**config.mk**
```make
export PLATFORM = sky130hd
export DESIGN_NAME = fbg_flash_front
export DESIGN_NICKNAME = d
export VERILOG_FILES = /design/src/design/fbg_pkg.sv /design/src/design/fbg_flash_front.sv
export VERILOG_INCLUDE_DIRS = /design/src /design/src/design
export SDC_FILE = /design/constraint.sdc
export NUM_CORES = 1
export LEC_CHECK = 0
export BUFFER_PORTS_ARGS = -buffer_cell sky130_fd_sc_hd__buf_2
export CAP_MARGIN = 20
export CORE_MARGIN = 2
export CORE_UTILIZATION = 61
export DETAILED_ROUTE_END_ITERATION = 10
export PLACE_DENSITY = 0.88
export RECOVER_POWER = 25
export SETUP_SLACK_MARGIN = 0.05
export SYNTH_ARGS = -nofsm -noshare
export SYNTH_HDL_FRONTEND = slang
export SYNTH_SLANG_ARGS = --single-unit
```
**constraint.sdc**
```tcl
create_clock -name core_clk -period 7.5 [get_ports core_clk]
set_clock_uncertainty 0.2 [all_clocks]
set_input_delay 0.375 -clock core_clk [delete_from_list [all_inputs] [get_ports core_clk]]
set_output_delay 0.375 -clock core_clk [all_outputs]
set_load 0.01 [all_outputs]
```
**src/design/fbg_defs.svh**
```systemverilog
// Constants for the flash bus glue device front end
`ifndef FBG_DEFS_SVH
`define FBG_DEFS_SVH

// ****************************************
// Geometry
// ****************************************
`define FBG_ADDR_W 18
`define FBG_DATA_W 8
`define FBG_BOOT_TAG 4'hf
`define FBG_BOOT_MSB 17
`define FBG_BOOT_LSB 14

// ****************************************
// Synchronised pin vector layout
// ****************************************
`define FBG_PIN_SUPPLY_OK 0
`define FBG_PIN_WP_N 1
`define FBG_PIN_BOOT_UNLOCK 2
`define FBG_PIN_PD_N 3
`define FBG_PIN_OE_N 4
`define FBG_PIN_WE_N 5
`define FBG_PIN_CS_N 6
`define FBG_PIN_DQ 7
`define FBG_PIN_ADDR 15
`define FBG_PIN_W 33

// ****************************************
// Command codes
// ****************************************
`define FBG_CMD_READ_ARRAY 8'hff
`define FBG_CMD_READ_STATUS 8'h70
`define FBG_CMD_CLEAR_STATUS 8'h50
`define FBG_CMD_PROGRAM 8'h40
`define FBG_CMD_ERASE 8'h20
`define FBG_CMD_CONFIRM 8'hd0

// ****************************************
// Status bits
// ****************************************
`define FBG_ST_READY 7
`define FBG_ST_ERASE_ERR 5
`define FBG_ST_PROG_ERR 4
`define FBG_ST_SUPPLY_LOW 3

// ****************************************
// Timing
// ****************************************
`define FBG_CLK_PERIOD_NS 100
`define FBG_PROG_TIME_NS 10000
`define FBG_ERASE_TIME_NS 300000
`define FBG_PROG_CYC ((`FBG_PROG_TIME_NS + `FBG_CLK_PERIOD_NS - 1) / `FBG_CLK_PERIOD_NS)
`define FBG_ERASE_CYC ((`FBG_ERASE_TIME_NS + `FBG_CLK_PERIOD_NS - 1) / `FBG_CLK_PERIOD_NS)
`define FBG_CNT_W 12

`endif

```
**src/design/fbg_pkg.sv**
```systemverilog
// Types for the flash bus glue device front end
`default_nettype none
`include "fbg_defs.svh"

package fbg_pkg;

	typedef enum logic [1:0] {
		FBG_IDLE = 2'b00,
		FBG_PROG_SETUP = 2'b01,
		FBG_ERASE_SETUP = 2'b10,
		FBG_BUSY = 2'b11
	} fbg_phase_t;

	typedef enum logic {
		FBG_READ_ARRAY = 1'b0,
		FBG_READ_STATUS = 1'b1
	} fbg_mode_t;

	typedef struct packed {
		logic [`FBG_PIN_W-1:0] s1;
		logic [`FBG_PIN_W-1:0] s2;
		logic cs_p_n;
		logic we_p_n;
		logic wr_act;
		logic ctrl_we;
		logic [`FBG_ADDR_W-1:0] wr_addr;
		logic [`FBG_DATA_W-1:0] wr_data;
		fbg_phase_t phase;
		fbg_mode_t mode;
		logic [`FBG_CNT_W-1:0] cnt;
		logic err_prog;
		logic err_erase;
		logic err_supply;
		logic dq_oe;
		logic [`FBG_DATA_W-1:0] dq_out;
		logic [`FBG_ADDR_W-1:0] arr_addr;
		logic [`FBG_DATA_W-1:0] arr_wdata;
		logic arr_prog;
		logic arr_erase;
		logic busy;
		logic locked;
	} fbg_state_t;

endpackage

`default_nettype wire

```
**src/design/fbg_flash_front.sv**
```systemverilog
// Flash command front end: strobes, write protection, sequencer start
`default_nettype none
`include "fbg_defs.svh"

module fbg_flash_front (
	input wire logic core_clk,
	input wire logic rst,
	input wire logic chip_sel_n,
	input wire logic write_n,
	input wire logic out_en_n,
	input wire logic powerdown_unlock_n,
	input wire logic boot_unlock_high,
	input wire logic write_protect_n,
	input wire logic program_supply_ok,
	input wire logic [`FBG_ADDR_W-1:0] addr,
	input wire logic [`FBG_DATA_W-1:0] dq_in,
	input wire logic [`FBG_DATA_W-1:0] array_rdata,
	output logic [`FBG_DATA_W-1:0] dq_out,
	output logic dq_oe,
	output logic [`FBG_ADDR_W-1:0] array_addr,
	output logic [`FBG_DATA_W-1:0] array_wdata,
	output logic array_prog,
	output logic array_erase,
	output logic seq_busy,
	output logic boot_locked,
	output fbg_pkg::fbg_mode_t read_mode
);
	import fbg_pkg::*;

	fbg_state_t st_q;
	fbg_state_t st_d;

	logic cs_n;
	logic we_n;
	logic oe_n;
	logic pd_n;
	logic supply_ok;
	logic unlocked;
	logic [`FBG_ADDR_W-1:0] pin_addr;
	logic [`FBG_DATA_W-1:0] pin_dq;

	// ****************************************
	// Pin fields after the second sync stage
	// ****************************************
	assign cs_n = st_q.s2[`FBG_PIN_CS_N];
	assign we_n = st_q.s2[`FBG_PIN_WE_N];
	assign oe_n = st_q.s2[`FBG_PIN_OE_N];
	assign pd_n = st_q.s2[`FBG_PIN_PD_N];
	assign supply_ok = st_q.s2[`FBG_PIN_SUPPLY_OK];
	assign unlocked = st_q.s2[`FBG_PIN_BOOT_UNLOCK] | st_q.s2[`FBG_PIN_WP_N];
	assign pin_addr = st_q.s2[`FBG_PIN_ADDR +: `FBG_ADDR_W];
	assign pin_dq = st_q.s2[`FBG_PIN_DQ +: `FBG_DATA_W];

	// ****************************************
	// Next state
	// ****************************************
	always_comb begin
		logic ctrl_off;
		logic commit;
		logic boot_hit;
		logic [`FBG_DATA_W-1:0] status;
		ctrl_off = 1'b0;
		commit = 1'b0;
		boot_hit = 1'b0;
		status = '0;
		st_d = st_q;
		st_d.s1 = {addr, dq_in, chip_sel_n, write_n, out_en_n, powerdown_unlock_n,
			boot_unlock_high, write_protect_n, program_supply_ok};
		st_d.s2 = st_q.s1;
		st_d.cs_p_n = cs_n;
		st_d.we_p_n = we_n;
		st_d.arr_prog = 1'b0;
		st_d.arr_erase = 1'b0;
		st_d.locked = ~unlocked;

		// Write cycle needs both strobes; the first one asserted owns it
		if (!st_q.wr_act) begin
			if (!cs_n && !we_n) begin
				st_d.wr_act = 1'b1;
				st_d.ctrl_we = ~st_q.we_p_n | st_q.cs_p_n;
				st_d.wr_addr = pin_addr;
				st_d.wr_data = pin_dq;
			end
		end else begin
			ctrl_off = st_q.ctrl_we ? we_n : cs_n;
			if (ctrl_off) begin
				st_d.wr_act = 1'b0;
				commit = 1'b1;
			end else begin
				st_d.wr_data = pin_dq;
			end
		end

		boot_hit = st_q.wr_addr[`FBG_BOOT_MSB:`FBG_BOOT_LSB] == `FBG_BOOT_TAG;

		// Command interpreter; busy sequencer ignores new writes
		case (st_q.phase)
			FBG_IDLE: begin
				if (commit) begin
					case (st_q.wr_data)
						`FBG_CMD_PROGRAM: begin
							st_d.phase = FBG_PROG_SETUP;
						end
						`FBG_CMD_ERASE: begin
							st_d.phase = FBG_ERASE_SETUP;
						end
						`FBG_CMD_READ_STATUS: begin
							st_d.mode = FBG_READ_STATUS;
						end
						`FBG_CMD_CLEAR_STATUS: begin
							st_d.err_prog = 1'b0;
							st_d.err_erase = 1'b0;
							st_d.err_supply = 1'b0;
						end
						`FBG_CMD_READ_ARRAY: begin
							st_d.mode = FBG_READ_ARRAY;
						end
						default: begin
							st_d.mode = st_q.mode;
						end
					endcase
				end
			end
			FBG_PROG_SETUP, FBG_ERASE_SETUP: begin
				if (commit) begin
					st_d.mode = FBG_READ_STATUS;
					st_d.phase = FBG_IDLE;
					if (st_q.phase == FBG_ERASE_SETUP
						&& st_q.wr_data != `FBG_CMD_CONFIRM) begin
						st_d.err_prog = 1'b1;
						st_d.err_erase = 1'b1;
					end else if (!supply_ok) begin
						st_d.err_supply = 1'b1;
						st_d.err_prog = st_q.phase == FBG_PROG_SETUP;
						st_d.err_erase = st_q.phase == FBG_ERASE_SETUP;
					end else if (boot_hit && st_q.locked) begin
						st_d.err_prog = st_q.phase == FBG_PROG_SETUP;
						st_d.err_erase = st_q.phase == FBG_ERASE_SETUP;
					end else begin
						st_d.phase = FBG_BUSY;
						st_d.arr_addr = st_q.wr_addr;
						st_d.arr_wdata = st_q.wr_data;
						st_d.arr_prog = st_q.phase == FBG_PROG_SETUP;
						st_d.arr_erase = st_q.phase == FBG_ERASE_SETUP;
						st_d.cnt = (st_q.phase == FBG_PROG_SETUP)
							? `FBG_CNT_W'(`FBG_PROG_CYC - 1)
							: `FBG_CNT_W'(`FBG_ERASE_CYC - 1);
					end
				end
			end
			FBG_BUSY: begin
				if (st_q.cnt == '0) begin
					st_d.phase = FBG_IDLE;
				end else begin
					st_d.cnt = st_q.cnt - `FBG_CNT_W'(1);
				end
			end
			default: begin
				st_d.phase = FBG_IDLE;
			end
		endcase
		st_d.busy = st_d.phase == FBG_BUSY;

		// Reads: array path stays live even with the supply low
		if (st_d.phase != FBG_BUSY) begin
			st_d.arr_addr = pin_addr;
		end
		status[`FBG_ST_READY] = ~st_q.busy;
		status[`FBG_ST_ERASE_ERR] = st_q.err_erase;
		status[`FBG_ST_PROG_ERR] = st_q.err_prog;
		status[`FBG_ST_SUPPLY_LOW] = st_q.err_supply;
		st_d.dq_oe = ~cs_n & ~oe_n & we_n & pd_n;
		st_d.dq_out = (st_q.mode == FBG_READ_ARRAY) ? array_rdata : status;

		// Power-down drops everything and wakes up reading the array
		if (!pd_n) begin
			st_d.phase = FBG_IDLE;
			st_d.mode = FBG_READ_ARRAY;
			st_d.wr_act = 1'b0;
			st_d.busy = 1'b0;
			st_d.arr_prog = 1'b0;
			st_d.arr_erase = 1'b0;
			st_d.err_prog = 1'b0;
			st_d.err_erase = 1'b0;
			st_d.err_supply = 1'b0;
		end
	end

	// ****************************************
	// State register
	// ****************************************
	always_ff @(posedge core_clk) begin
		if (rst) begin
			st_q <= '0;
		end else begin
			st_q <= st_d;
		end
	end

	assign dq_out = st_q.dq_out;
	assign dq_oe = st_q.dq_oe;
	assign array_addr = st_q.arr_addr;
	assign array_wdata = st_q.arr_wdata;
	assign array_prog = st_q.arr_prog;
	assign array_erase = st_q.arr_erase;
	assign seq_busy = st_q.busy;
	assign boot_locked = st_q.locked;
	assign read_mode = st_q.mode;

	// ****************************************
	// Checks
	// ****************************************
	a_supply_gates_ops: assert property (@(posedge core_clk) disable iff (rst)
		(array_prog || array_erase) |-> $past(st_q.s2[`FBG_PIN_SUPPLY_OK]))
		else $error("program or erase started with supply low");
	a_no_select_drive: assert property (@(posedge core_clk) disable iff (rst)
		st_q.s2[`FBG_PIN_CS_N] |=> !dq_oe)
		else $error("data driven while deselected");
	a_capture_first_addr: assert property (@(posedge core_clk) disable iff (rst)
		$rose(st_q.wr_act) |-> st_q.wr_addr == $past(st_q.s2[`FBG_PIN_ADDR +: `FBG_ADDR_W]))
		else $error("write address not captured at cycle start");
	a_ctrl_strobe_order: assert property (@(posedge core_clk) disable iff (rst)
		($rose(st_q.wr_act) && !st_q.ctrl_we) |-> $past(!st_q.cs_p_n && !st_q.we_p_n, 1) == 1'b0
		&& $past(!st_q.cs_p_n))
		else $error("wrong controlling strobe chosen");
	a_start_on_release: assert property (@(posedge core_clk) disable iff (rst)
		(array_prog || array_erase) |-> $past(st_q.wr_act) && !st_q.wr_act
		&& $past(st_q.ctrl_we ? st_q.s2[`FBG_PIN_WE_N] : st_q.s2[`FBG_PIN_CS_N]))
		else $error("sequencer started before strobe release");
	a_wake_read_array: assert property (@(posedge core_clk) disable iff (rst)
		!st_q.s2[`FBG_PIN_PD_N] |=> read_mode == FBG_READ_ARRAY && !seq_busy)
		else $error("power-down did not return to read array");
	a_boot_stays_locked: assert property (@(posedge core_clk) disable iff (rst)
		(array_prog || array_erase) && array_addr[`FBG_BOOT_MSB:`FBG_BOOT_LSB] == `FBG_BOOT_TAG
		|-> !$past(boot_locked))
		else $error("locked boot block altered");
	a_write_needs_strobe: assert property (@(posedge core_clk) disable iff (rst)
		$rose(st_q.wr_act) |-> $past(!st_q.s2[`FBG_PIN_WE_N]))
		else $error("write taken without write strobe");
	a_busy_holds: assert property (@(posedge core_clk) disable iff (rst)
		array_prog |-> seq_busy [*8])
		else $error("busy dropped early");

	c_program_run: cover property (@(posedge core_clk) disable iff (rst) array_prog);
	c_erase_run: cover property (@(posedge core_clk) disable iff (rst) array_erase);
	c_status_read: cover property (@(posedge core_clk) disable iff (rst)
		dq_oe && read_mode == FBG_READ_STATUS);
	c_supply_refused: cover property (@(posedge core_clk) disable iff (rst)
		$rose(st_q.err_supply));
	c_select_controls: cover property (@(posedge core_clk) disable iff (rst)
		$rose(st_q.wr_act) && !st_q.ctrl_we);

endmodule // fbg_flash_front

`default_nettype wire

```
# Word level (Yosys, flattened, before mapping)
# Cells that the tools add are included.
word_totals:
  out_inout_bits: 40
  inputBits: 43
  register_bits: 153
  wordCells: 130
classes:
  mux: 39
  bitwise_logic: 17
  n_eq_ne: 25
  reduce_logical: 25
  n_addsub: 1
ops:
  columns: ["op", "n"]
  rows:
  - ["2-to-1 mux 28 bit", 6]
  - ["2-to-1 mux 12 bit", 5]
  - ["2-to-1 mux 18 bit", 2]
  - ["== test 8 x 7 -> 1 bit (second input constant)", 3]
  - ["2-to-1 mux 8 bit", 3]
  - ["case mux 12 bit (2 select lines)", 1]
  - ["inequality test 2 bit (second input constant)", 9]
  - ["AND reduction 5 bit", 3]
  - ["2-to-1 mux 2 bit", 7]
  - ["zero test 12 bit", 1]
  - ["inverter 1 bit", 12]
  - ["AND reduction 6 bit", 2]
  - ["nonzero test 2 bit", 6]
  - ["subtractor 12 x 1 -> 12 bit (second input constant)", 1]
  - ["2-to-1 mux 3 bit", 3]
  - ["== test 8 x 6 -> 1 bit (second input constant)", 1]
  - ["== test 8 bit (second input constant)", 1]
  - ["inequality test 8 bit (second input constant)", 1]
  - ["2-to-1 mux 1 bit", 7]
  - ["OR reduction 7 bit", 1]
  - ["== test 2 bit (second input constant)", 3]
  - ["inequality test 2 x 1 -> 1 bit (second input constant)", 3]
  - ["case mux 2 bit (3 select lines)", 1]
  - ["case mux 3 bit (2 select lines)", 1]
  - ["14 further kinds", 24]

# Longest topological paths before layout
# Gate-level depths: netlist of run 1.
depth:
  word_depth: 10
  depth_mapped: 10

# Worst setup path before layout of run 1
# Ideal clock, no wire load.
synth_path:
  path_type: "register -> register"
  startpoint: "register st_q[55] (netlist bit)"
  endpoint: "register st_q (netlist bit array_addr[1])"
  arrival_ns: 2.097
  path_stages_with_launch: 11
  path_slack_ns: 5.115
  t_required_ns: 7.212
  synth_period_minus_slack_ns: 2.385
  path_cell_list: "dfxtp_1 -> inv_1 -> ha_1 -> clkbuf_1 -> inv_1 -> a21o_1 -> a21oi_1 -> o31a_1 -> buf_4 -> buf_2 -> a311oi_2"
synth_via:
  elab_chain_cells: 8
synth_rtl:
  columns: ["element", "line", "source"]
  rows:
  - ["start, declared", "fbg_flash_front.sv:30", "fbg_state_t st_q;"]
  - ["start signal, assigned", "fbg_flash_front.sv:196", "st_q <= st_d;"]
  - ["== test 2 bit", "fbg_flash_front.sv:97, fbg_flash_front.sv:128", null]
  - ["logical AND 1 bit (no line)", null, null]
  - ["2-to-1 mux 2 bit", "fbg_flash_front.sv:128", "if (st_q.phase == FBG_ERASE_SETUP"]
  - ["2-to-1 mux 18 bit", "fbg_flash_front.sv:125", "if (commit) begin"]
  - ["case mux 2 bit (3 select lines)", "fbg_flash_front.sv:97", "case (st_q.phase)"]
  - ["inequality test 2 bit", "fbg_flash_front.sv:165", "if (st_d.phase != FBG_BUSY) begin"]
  - ["inequality test 2 x 1 -> 1 bit (no line) / nonzero test 2 bit (equally long branches)", null, null]
  - ["AND reduction 5 bit (no line)", null, null]
# Parallel ways exist; a longest one is shown, timed or not. The select of a mux whose other input is x is not followed.
# A chain may end at the register's enable or synchronous reset.

# Worst setup path after layout of run 1
layout_path:
  startpoint: "register st_q[55] (netlist bit)"
  endpoint: "register st_q (netlist bit array_addr[10])"
# Same word-level chain as after synthesis.

==> summary.md, run 1 <==
| Metric | Value |
|---|---|
| CP Max Fanout | `38` |
| Full die area | `10600 um^2` |
| Failing checks | `capacitance limit, slew limit` |
| Min-delay src | `oe_n` |
| CTS tree | `yes` |
| DR iter-0 viols | `231` |
| Setup TNS | `0 ns` |
| IO buf count | `82` |
| WL/cell | `15.4 um` |
| Worst Path Class, Setup | `flip-flop to flip-flop` |
| Max-slew headroom | `-0.504` |
| WL final | `12800 um` |
| CP max stage cell | `o221a_2` |
| Clock buffer depth | `2` |
| Most used cell, CP | `inv_1` |
| Initial Util | `0.618` |
| Die Ht | `103 um` |
| Largest net degree at the start of global routing | `87` |
| CTS root buf | `clkbuf_8` |
| Status | `finished with violations` |
| Required time worst endpoint | `7.71 ns` |
| Final Slew Violations | `57` |
| Leakage | `2.71 nW` |
| Max Cap Viol | `1` |
| Routed Antenna Nets | `0` |
| Pwr dens | `259 nW/um^2` |
| Vias in the first global route | `4397` |
| Fraction of layout cells with a size suffix above 1 | `0.168` |
| Crit-path max cell delay | `0.81 ns` |
| FF+latch count, synth | `153` |
| Ys flop type | `dfxtp_1` |
| Ant. Diodes | `0` |
| Final-layout fill cell count | `685` |
| # nets final | `737` |
| FF-to-FF Start | `st_q[55]` |
| Mapped Nets | `663` |
| Mapped Area | `5960 um^2` |
| Fin crit period | `3.15 ns` |
| H-tree levels | `4` |
| Synth warn | `0` |
| CTS Buf Count | `17` |
| Final period utilization | `0.420` |
| GRT overflow | `0` |
| Startpoint type of the worst setup path | `flip-flop` |
| Tightest Pin Transition | `2.26 ns` |
| CP Capture Type | `flip-flop` |
| Syn Area/Cell | `9.71 um^2` |
| GRT Overall Usage | `0.247` |
| Postcts setup bufs | `0` |
| Post-synthesis cell count | `614` |
| EDFF count, synth | `0` |
| Worst endpoint data arrival time | `3.36 ns` |
| Sinks on Clock Net | `153` |
| Width of the die | `103 um` |
| Post-DP HPWL | `7510 um` |
| Ports | `83` |
| Cell Rows | `36` |
| Post-synth ARST share | `0` |
| Top achievable clock speed | `317 MHz` |
| Clock Pin Slew Worst Setup and Hold Paths | `0.07 ns` |
| Vias per cell | `5.53` |
| Drt first pass iters | `5` |
| Post-route DRC | `0` |
| Via count | `4613` |
| Routability-driven placement congestion ratio | `0.906` |
| Hold Crit Class | `flip-flop to flip-flop` |
| Initial antenna violation count | `0` |
| CTS-repair resized insts | `0` |
| Register area share after synthesis | `0.514` |
| Library cells used by synthesis | `49` |
| Hold path depth | `1` |
| Global-route wire length before repair | `20400 um` |
| Register-to-Register Path Depth | `7` |
| Max rail drop VDD | `0.000176 V` |
| Core box area | `9640 um^2` |
| Min-Delay Endpoint | `dq_oe` |
| Endpoints failing hold | `0` |
| Worst-Skew Late Latency | `0.53 ns` |
| Final design utilization | `0.743` |
| Layout area overhead | `20.1%` |
| Crit-path cells | `inv_1, ha_1, inv_1, o311ai_2, o221a_2, a21oi_1, a311oi_1` |
| R2r endpoint | `array_addr[10]` |
| Unrepaired setup endpoints after global routing | `false` |
| Setup violators final | `0` |
| R2r setup slk | `4.35 ns` |
==> cells in the final DEF (no fill, tap or decap), types with 5 or more instances in the layout <==
master         synthesis  final
o21ai_0               20     20
dfxtp_1              153    153
ha_1                   6      6
nand4_1                5      5
nor3_1                14     13
bufinv_16              0      5
and3_1                 7      7
inv_1                 11     11
a311oi_1               9      9
buf_4                 38      5
dlygate4sd3_1          0     41
nor4_1                 5      5
mux2i_1               38     38
nor2b_1               70     70
and2_1                 8      8
clkbuf_1              24     20
nand2_1               51     51
a21oi_1               56     56
clkbuf_16              0     16
buf_2                  5     67
a311oi_2              10     10
nor2_1                41     41
==> synthesized netlist by cell type, types with 2 or more instances <==
library cell	instances	share of area
inv_1	11	0.0069
a41o_1	2	0.0034
o21ai_0	20	0.017
o2111ai_1	2	0.0029
nor2_1	41	0.026
a21oi_1	56	0.047
mux2i_1	38	0.064
buf_6	2	0.0038
and3_1	7	0.0073
a221o_1	2	0.0034
clkbuf_1	24	0.015
nor3b_1	3	0.0038
buf_1	3	0.0019
ha_1	6	0.013
nand2_1	51	0.032
and2_1	8	0.0084
a311oi_2	10	0.025
nor2b_1	70	0.073
nor3_1	14	0.012
nand2b_1	2	0.0021
nand4b_1	2	0.0029
buf_2	5	0.0042
a311oi_1	9	0.013
dfxtp_1	153	0.51
nand3_1	3	0.0025
a211oi_1	2	0.0025
nor4_1	5	0.0052
nand4_1	5	0.0052
buf_4	38	0.048
==> power breakdown <==
| part | internal [mW] | total [mW] | switching, mW |
|---|---|---|---|
| sequential | 0.840 | 0.854 | 0.0141 |
| clock | 0.601 | 0.911 | 0.310 |
| combinational | 0.0470 | 0.0917 | 0.0447 |
| total | 1.49 | 1.86 | 0.369 |
==> through the flow <==
stage                     hold WS, ns  cell area, um^2  setup slack (ns)  power [mW]  std cells
after detailed placement        0.182             6130              4.49       0.945        760
after global placement          0.170             6130              4.62       0.941        760
after CTS                       0.102             7170              4.38        1.87        833
final                           0.189             7160              4.35        1.86        834
after global routing            0.208             7160              4.14        1.92        834
after floorplan                 0.167             5960              5.12       0.922        614
==> flip-flops by register name, summed over array words and instances, names as in the netlist <==
register and count:
array_erase 1, pin_dq 8, array_wdata 8, dq_out 8
st_d 34, pd_n 1, dq_oe 1, array_addr 18
seq_busy 1, array_prog 1, oe_n 1, read_mode 1
cs_n 1, st_q 50, pin_addr 18, boot_locked 1
==> layout make-up <==
class | instances | area, um^2 | share of cell area
clock inverter | 7 | 163 | 0.0227
sequential | 153 | 3060 | 0.428
multi-input combinational | 377 | 2410 | 0.337
tap | 133 | 166 | 0.0232
timing repair buffer | 128 | 840 | 0.117
inverter | 11 | 41.3 | 0.00577
clock buffer | 25 | 474 | 0.0662
==> per-layer routing <==
| metal | track usage | part of all wire | wire, um |
|---|---|---|---|
| met5 | 0 | 0 | 0 |
| met4 | 0.117 | 0.028 | 357 |
| met3 | 0.0637 | 0.055 | 706 |
| met2 | 0.406 | 0.49 | 6320 |
| met1 | 0.304 | 0.42 | 5430 |
==> how the worst max path moves through the flow <==
stage               startpoint              to  slack [ns]  cells past startpoint
CTS                   st_q[55]  array_addr[10]        4.38                      7
global placement      st_q[57]   array_addr[5]        4.62                      6
finish                st_q[55]  array_addr[10]        4.35                      7
global route               rst       dq_out[6]        4.14                      4
detailed placement    st_q[56]   array_addr[5]        4.49                      7
floorplan             st_q[55]   array_addr[1]        5.12                     10
==> worst max-delay path: cells and delay by family (launching register included) <==
kind,cells,cell delay (ns)
AO/OA/AOI/OAI,4,1.61
adder cells (fa/ha/maj),1,0.46
buffers and inverters,2,0.32
flip-flops,1,0.42
==> cells by family after synthesis <==
| family | count (synthesis) | synth area share |
|---|---|---|
| simple gates | 217 | 0.190 |
| flops | 153 | 0.514 |
| compound gates | 115 | 0.135 |
| buf+inv | 84 | 0.0831 |
| mux | 39 | 0.0657 |
| fa+ha+maj | 6 | 0.0126 |
==> repair_timing <==
action,4_1_cts,5_1_grt
hold buffers,41,0
hold endpoints to repair,41,0
setup endpoints to repair,0,0
No activity file was read; power rests on OpenSTA's default activity.
==> inputs of run 2 (changes only) <==
- CORE_UTILIZATION: 61 -> 57
- PLACE_DENSITY: 0.88 -> 0.83
- clock period: 7.5 -> 3.2 ns (I/O delays scaled with it)
==> summary.md, run 2 (synthesis gave the netlist of run 1 again) <==
| Metric | Value |
|---|---|
| Status | `finished with violations` |
| Failing checks | `capacitance limit, slew limit` |
| Register-to-Register Path Depth | `8 (+1)` |
| Crit-path cells | `dlygate4sd3_1, clkbuf_1, buf_4, nor2b_1` |
| WL final | `12600 um (-1.3%)` |
| DR iter-0 viols | `235 (+1.7%)` |
| Width of the die | `106 um (+3.3%)` |
| Worst endpoint data arrival time | `3.07 ns (-0.29 ns)` |
| GRT overflow | `0 (unchanged)` |
| Leading cell type in the layout, fill and taps excluded | `dfxtp_1` |
| CTS root buf | `clkbuf_8` |
| Fraction of layout cells with a size suffix above 1 | `0.145 (-0.0233)` |
| Hold Crit Class | `input port to flip-flop` |
| Core box area | `10200 um^2 (+6.1%)` |
| Fin crit period | `2.89 ns` |
| Final Power | `4.24 mW (+130%)` |
| Leakage | `2.70 nW (-0.56%)` |
| Post-DP HPWL | `7530 um (+0.35%)` |
| Global-route wire length before repair | `20800 um (+2.0%)` |
| Routability-driven placement congestion ratio | `0.906 (about the same)` |
| # nets final | `753 (+2.2%)` |
| Routed Antenna Nets | `0 (unchanged)` |
| Ports | `83 (unchanged)` |
| CP Max Fanout | `47 (+24%)` |
| Full die area | `11300 um^2 (+6.7%)` |
| Setup crit end | `st_d[116]` |
| WL/cell | `14.8 um (-3.5%)` |
| Final Slew Violations | `48 (-16%)` |
| Flop pwr share | `0.472 (+0.012)` |
| Final design utilization | `0.711 (-0.0316)` |
| Endpoints failing hold | `0 (unchanged)` |
| CP max stage cell | `clkbuf_1` |
| H-tree levels | `4 (unchanged)` |
| Layout area overhead | `22.1%` |
| Setup violators final | `0 (unchanged)` |
| Max rail drop VDD | `0.000485 V (+180%)` |
| CP Capture Type | `flip-flop` |
| CTS-repair resized insts | `0 (unchanged)` |
| Worst Path Class, Setup | `input port to flip-flop` |
| Top achievable clock speed | `346 MHz` |
| Via count | `4576 (-0.80%)` |
| Commonest cells after routing, fill and taps aside | `dfxtp_1, nor2b_1, a21oi_1` |
| Critical path origin | `rst` |
| Max Cap Viol | `1 (unchanged)` |
| IO buf count | `82 (unchanged)` |
| Tightest Pin Transition | `2.21 ns (-0.0447 ns)` |
| Unrepaired setup endpoints after global routing | `false` |
| Largest net degree at the start of global routing | `48 (-45%)` |
| Drt first pass iters | `4 (-1)` |
| Clk pwr share | `0.475 (-0.016)` |
| Psw | `983 uW (+170%)` |
| Startpoint type of the worst setup path | `input port` |
| Hold Slack | `0.170 ns (-0.0188 ns)` |
| CTS Buf Count | `17 (unchanged)` |
| GRT Overall Usage | `0.234 (-0.0132)` |
| Sinks on Clock Net | `153 (unchanged)` |
| Required time worst endpoint | `3.38 ns (-4.33 ns)` |
| Vias per cell | `5.36 (-3.0%)` |
| Initial antenna violation count | `0 (unchanged)` |
| R2r setup slk | `0.34 ns (-4.01 ns)` |
| Initial Util | `0.582 (-0.0358)` |
| Cell Rows | `37 (+2.8%)` |
| Setup TNS | `0 ns (unchanged)` |
| Ant. Diodes | `0 (unchanged)` |
| Clock Pin Slew Worst Setup and Hold Paths | `0.07 ns (about the same)` |
| Combinational fraction of design power | `0.053 (+0.004)` |
| Max-slew headroom | `-0.474 (+0.0298)` |
| Post-route DRC | `0 (unchanged)` |
| Clock buffer depth | `2 (unchanged)` |
| CTS tree | `yes` |
| R2r endpoint | `array_addr[15]` |
| FF-to-FF Start | `st_q[55]` |
| Most flops, register | `st_q` |
| Vias in the first global route | `4479 (+1.9%)` |
| Die Ht | `106 um (+3.3%)` |
| Largest register FFs | `50 (unchanged)` |
| Pwr dens | `583 nW/um^2 (+120%)` |
| Pint | `3.26 mW (+120%)` |
| Worst-Skew Late Latency | `0.53 ns (about the same)` |
| Crit-path max cell delay | `1.57 ns (+0.76 ns)` |
| Final period utilization | `0.904` |
| Sw frac | `0.232 (+0.0331)` |
==> run 2: cell count changes in the layout (fill, tap and decap cells not counted) <==
cell / delta
clkinvlp_4: -1
clkinv_4: +1
buf_2: -24
inv_6: +5
inv_8: +4
buf_12: +2
dlygate4sd3_1: +11
clkbuf_1: +19
bufinv_16: -3
clkbuf_8: -2
clkinv_8: +1
buf_4: +3
==> run 2: what timing repair did <==
| item | CTS | global route |
|---|---|---|
| hold endpoints to repair | 73 | 0 |
| setup buffers | 0 | 0 |
| hold buffers | 52 | 0 |
==> run 2: per-layer routing <==
| layer | vias to the layer above | routed length [um] | track usage |
|---|---|---|---|
| li1 | 2263 | - | - |
| met3 | 22 | 578 | 0.0638 |
| met4 | 0 | 254 | 0.0921 |
| met5 | - | 0 | 0 |
| met2 | 126 | 6300 | 0.403 |
| met1 | 2165 | 5520 | 0.276 |
==> run 2: cell type report <==
| type | count | area (um^2) |
|---|---|---|
| repair buffers | 144 | 982 |
| multi-input cells | 377 | 2410 |
| flip-flops and latches | 153 | 3060 |
| clock inverters | 14 | 179 |
| clock buffers | 18 | 428 |
| inverters | 11 | 41.3 |
| fillers | 743 | 2960 |
| well taps | 136 | 170 |
==> run 2: per-stage QoR <==
stage	worst slack [ns]	instances	instance area (um^2)
floorplan	0.815	614	5960
global placement	0.638	769	6200
detailed placement	0.536	769	6200
CTS	0.528	853	7330
global route	0.117	853	7280
finish	0.306	853	7280
==> run 2: worst min path at each step <==
stage	start	endpoint	slack, ns	depth (start not counted)
2_1_floorplan	array_rdata[0]	dq_out[0]	0.08	1
3_3_place_gp	array_rdata[6]	dq_out[6]	0.17	2
3_5_place_dp	array_rdata[2]	dq_out[2]	0.17	2
4_1_cts	addr[15]	st_d[117]	0.14	3
5_1_grt	addr[1]	st_d[103]	0.17	3
6_report	dq_in[4]	st_d[98]	0.17	3
==> run 2: critical path, delay by kind of cell <==
family	cells	cell delay, ns
buf+inv	3	2.74
simple gates	1	0.16
==> run 2: power groups by stage <==
stage                     Sequential [mW]  Clock [mW]  Combinational [mW]
after floorplan                      2.03           0               0.133
after global placement               2.04           0               0.169
after detailed placement             2.04           0               0.175
after CTS                            2.00        2.04               0.225
after global routing                 2.01        2.13               0.248
final                                2.00        2.01               0.224
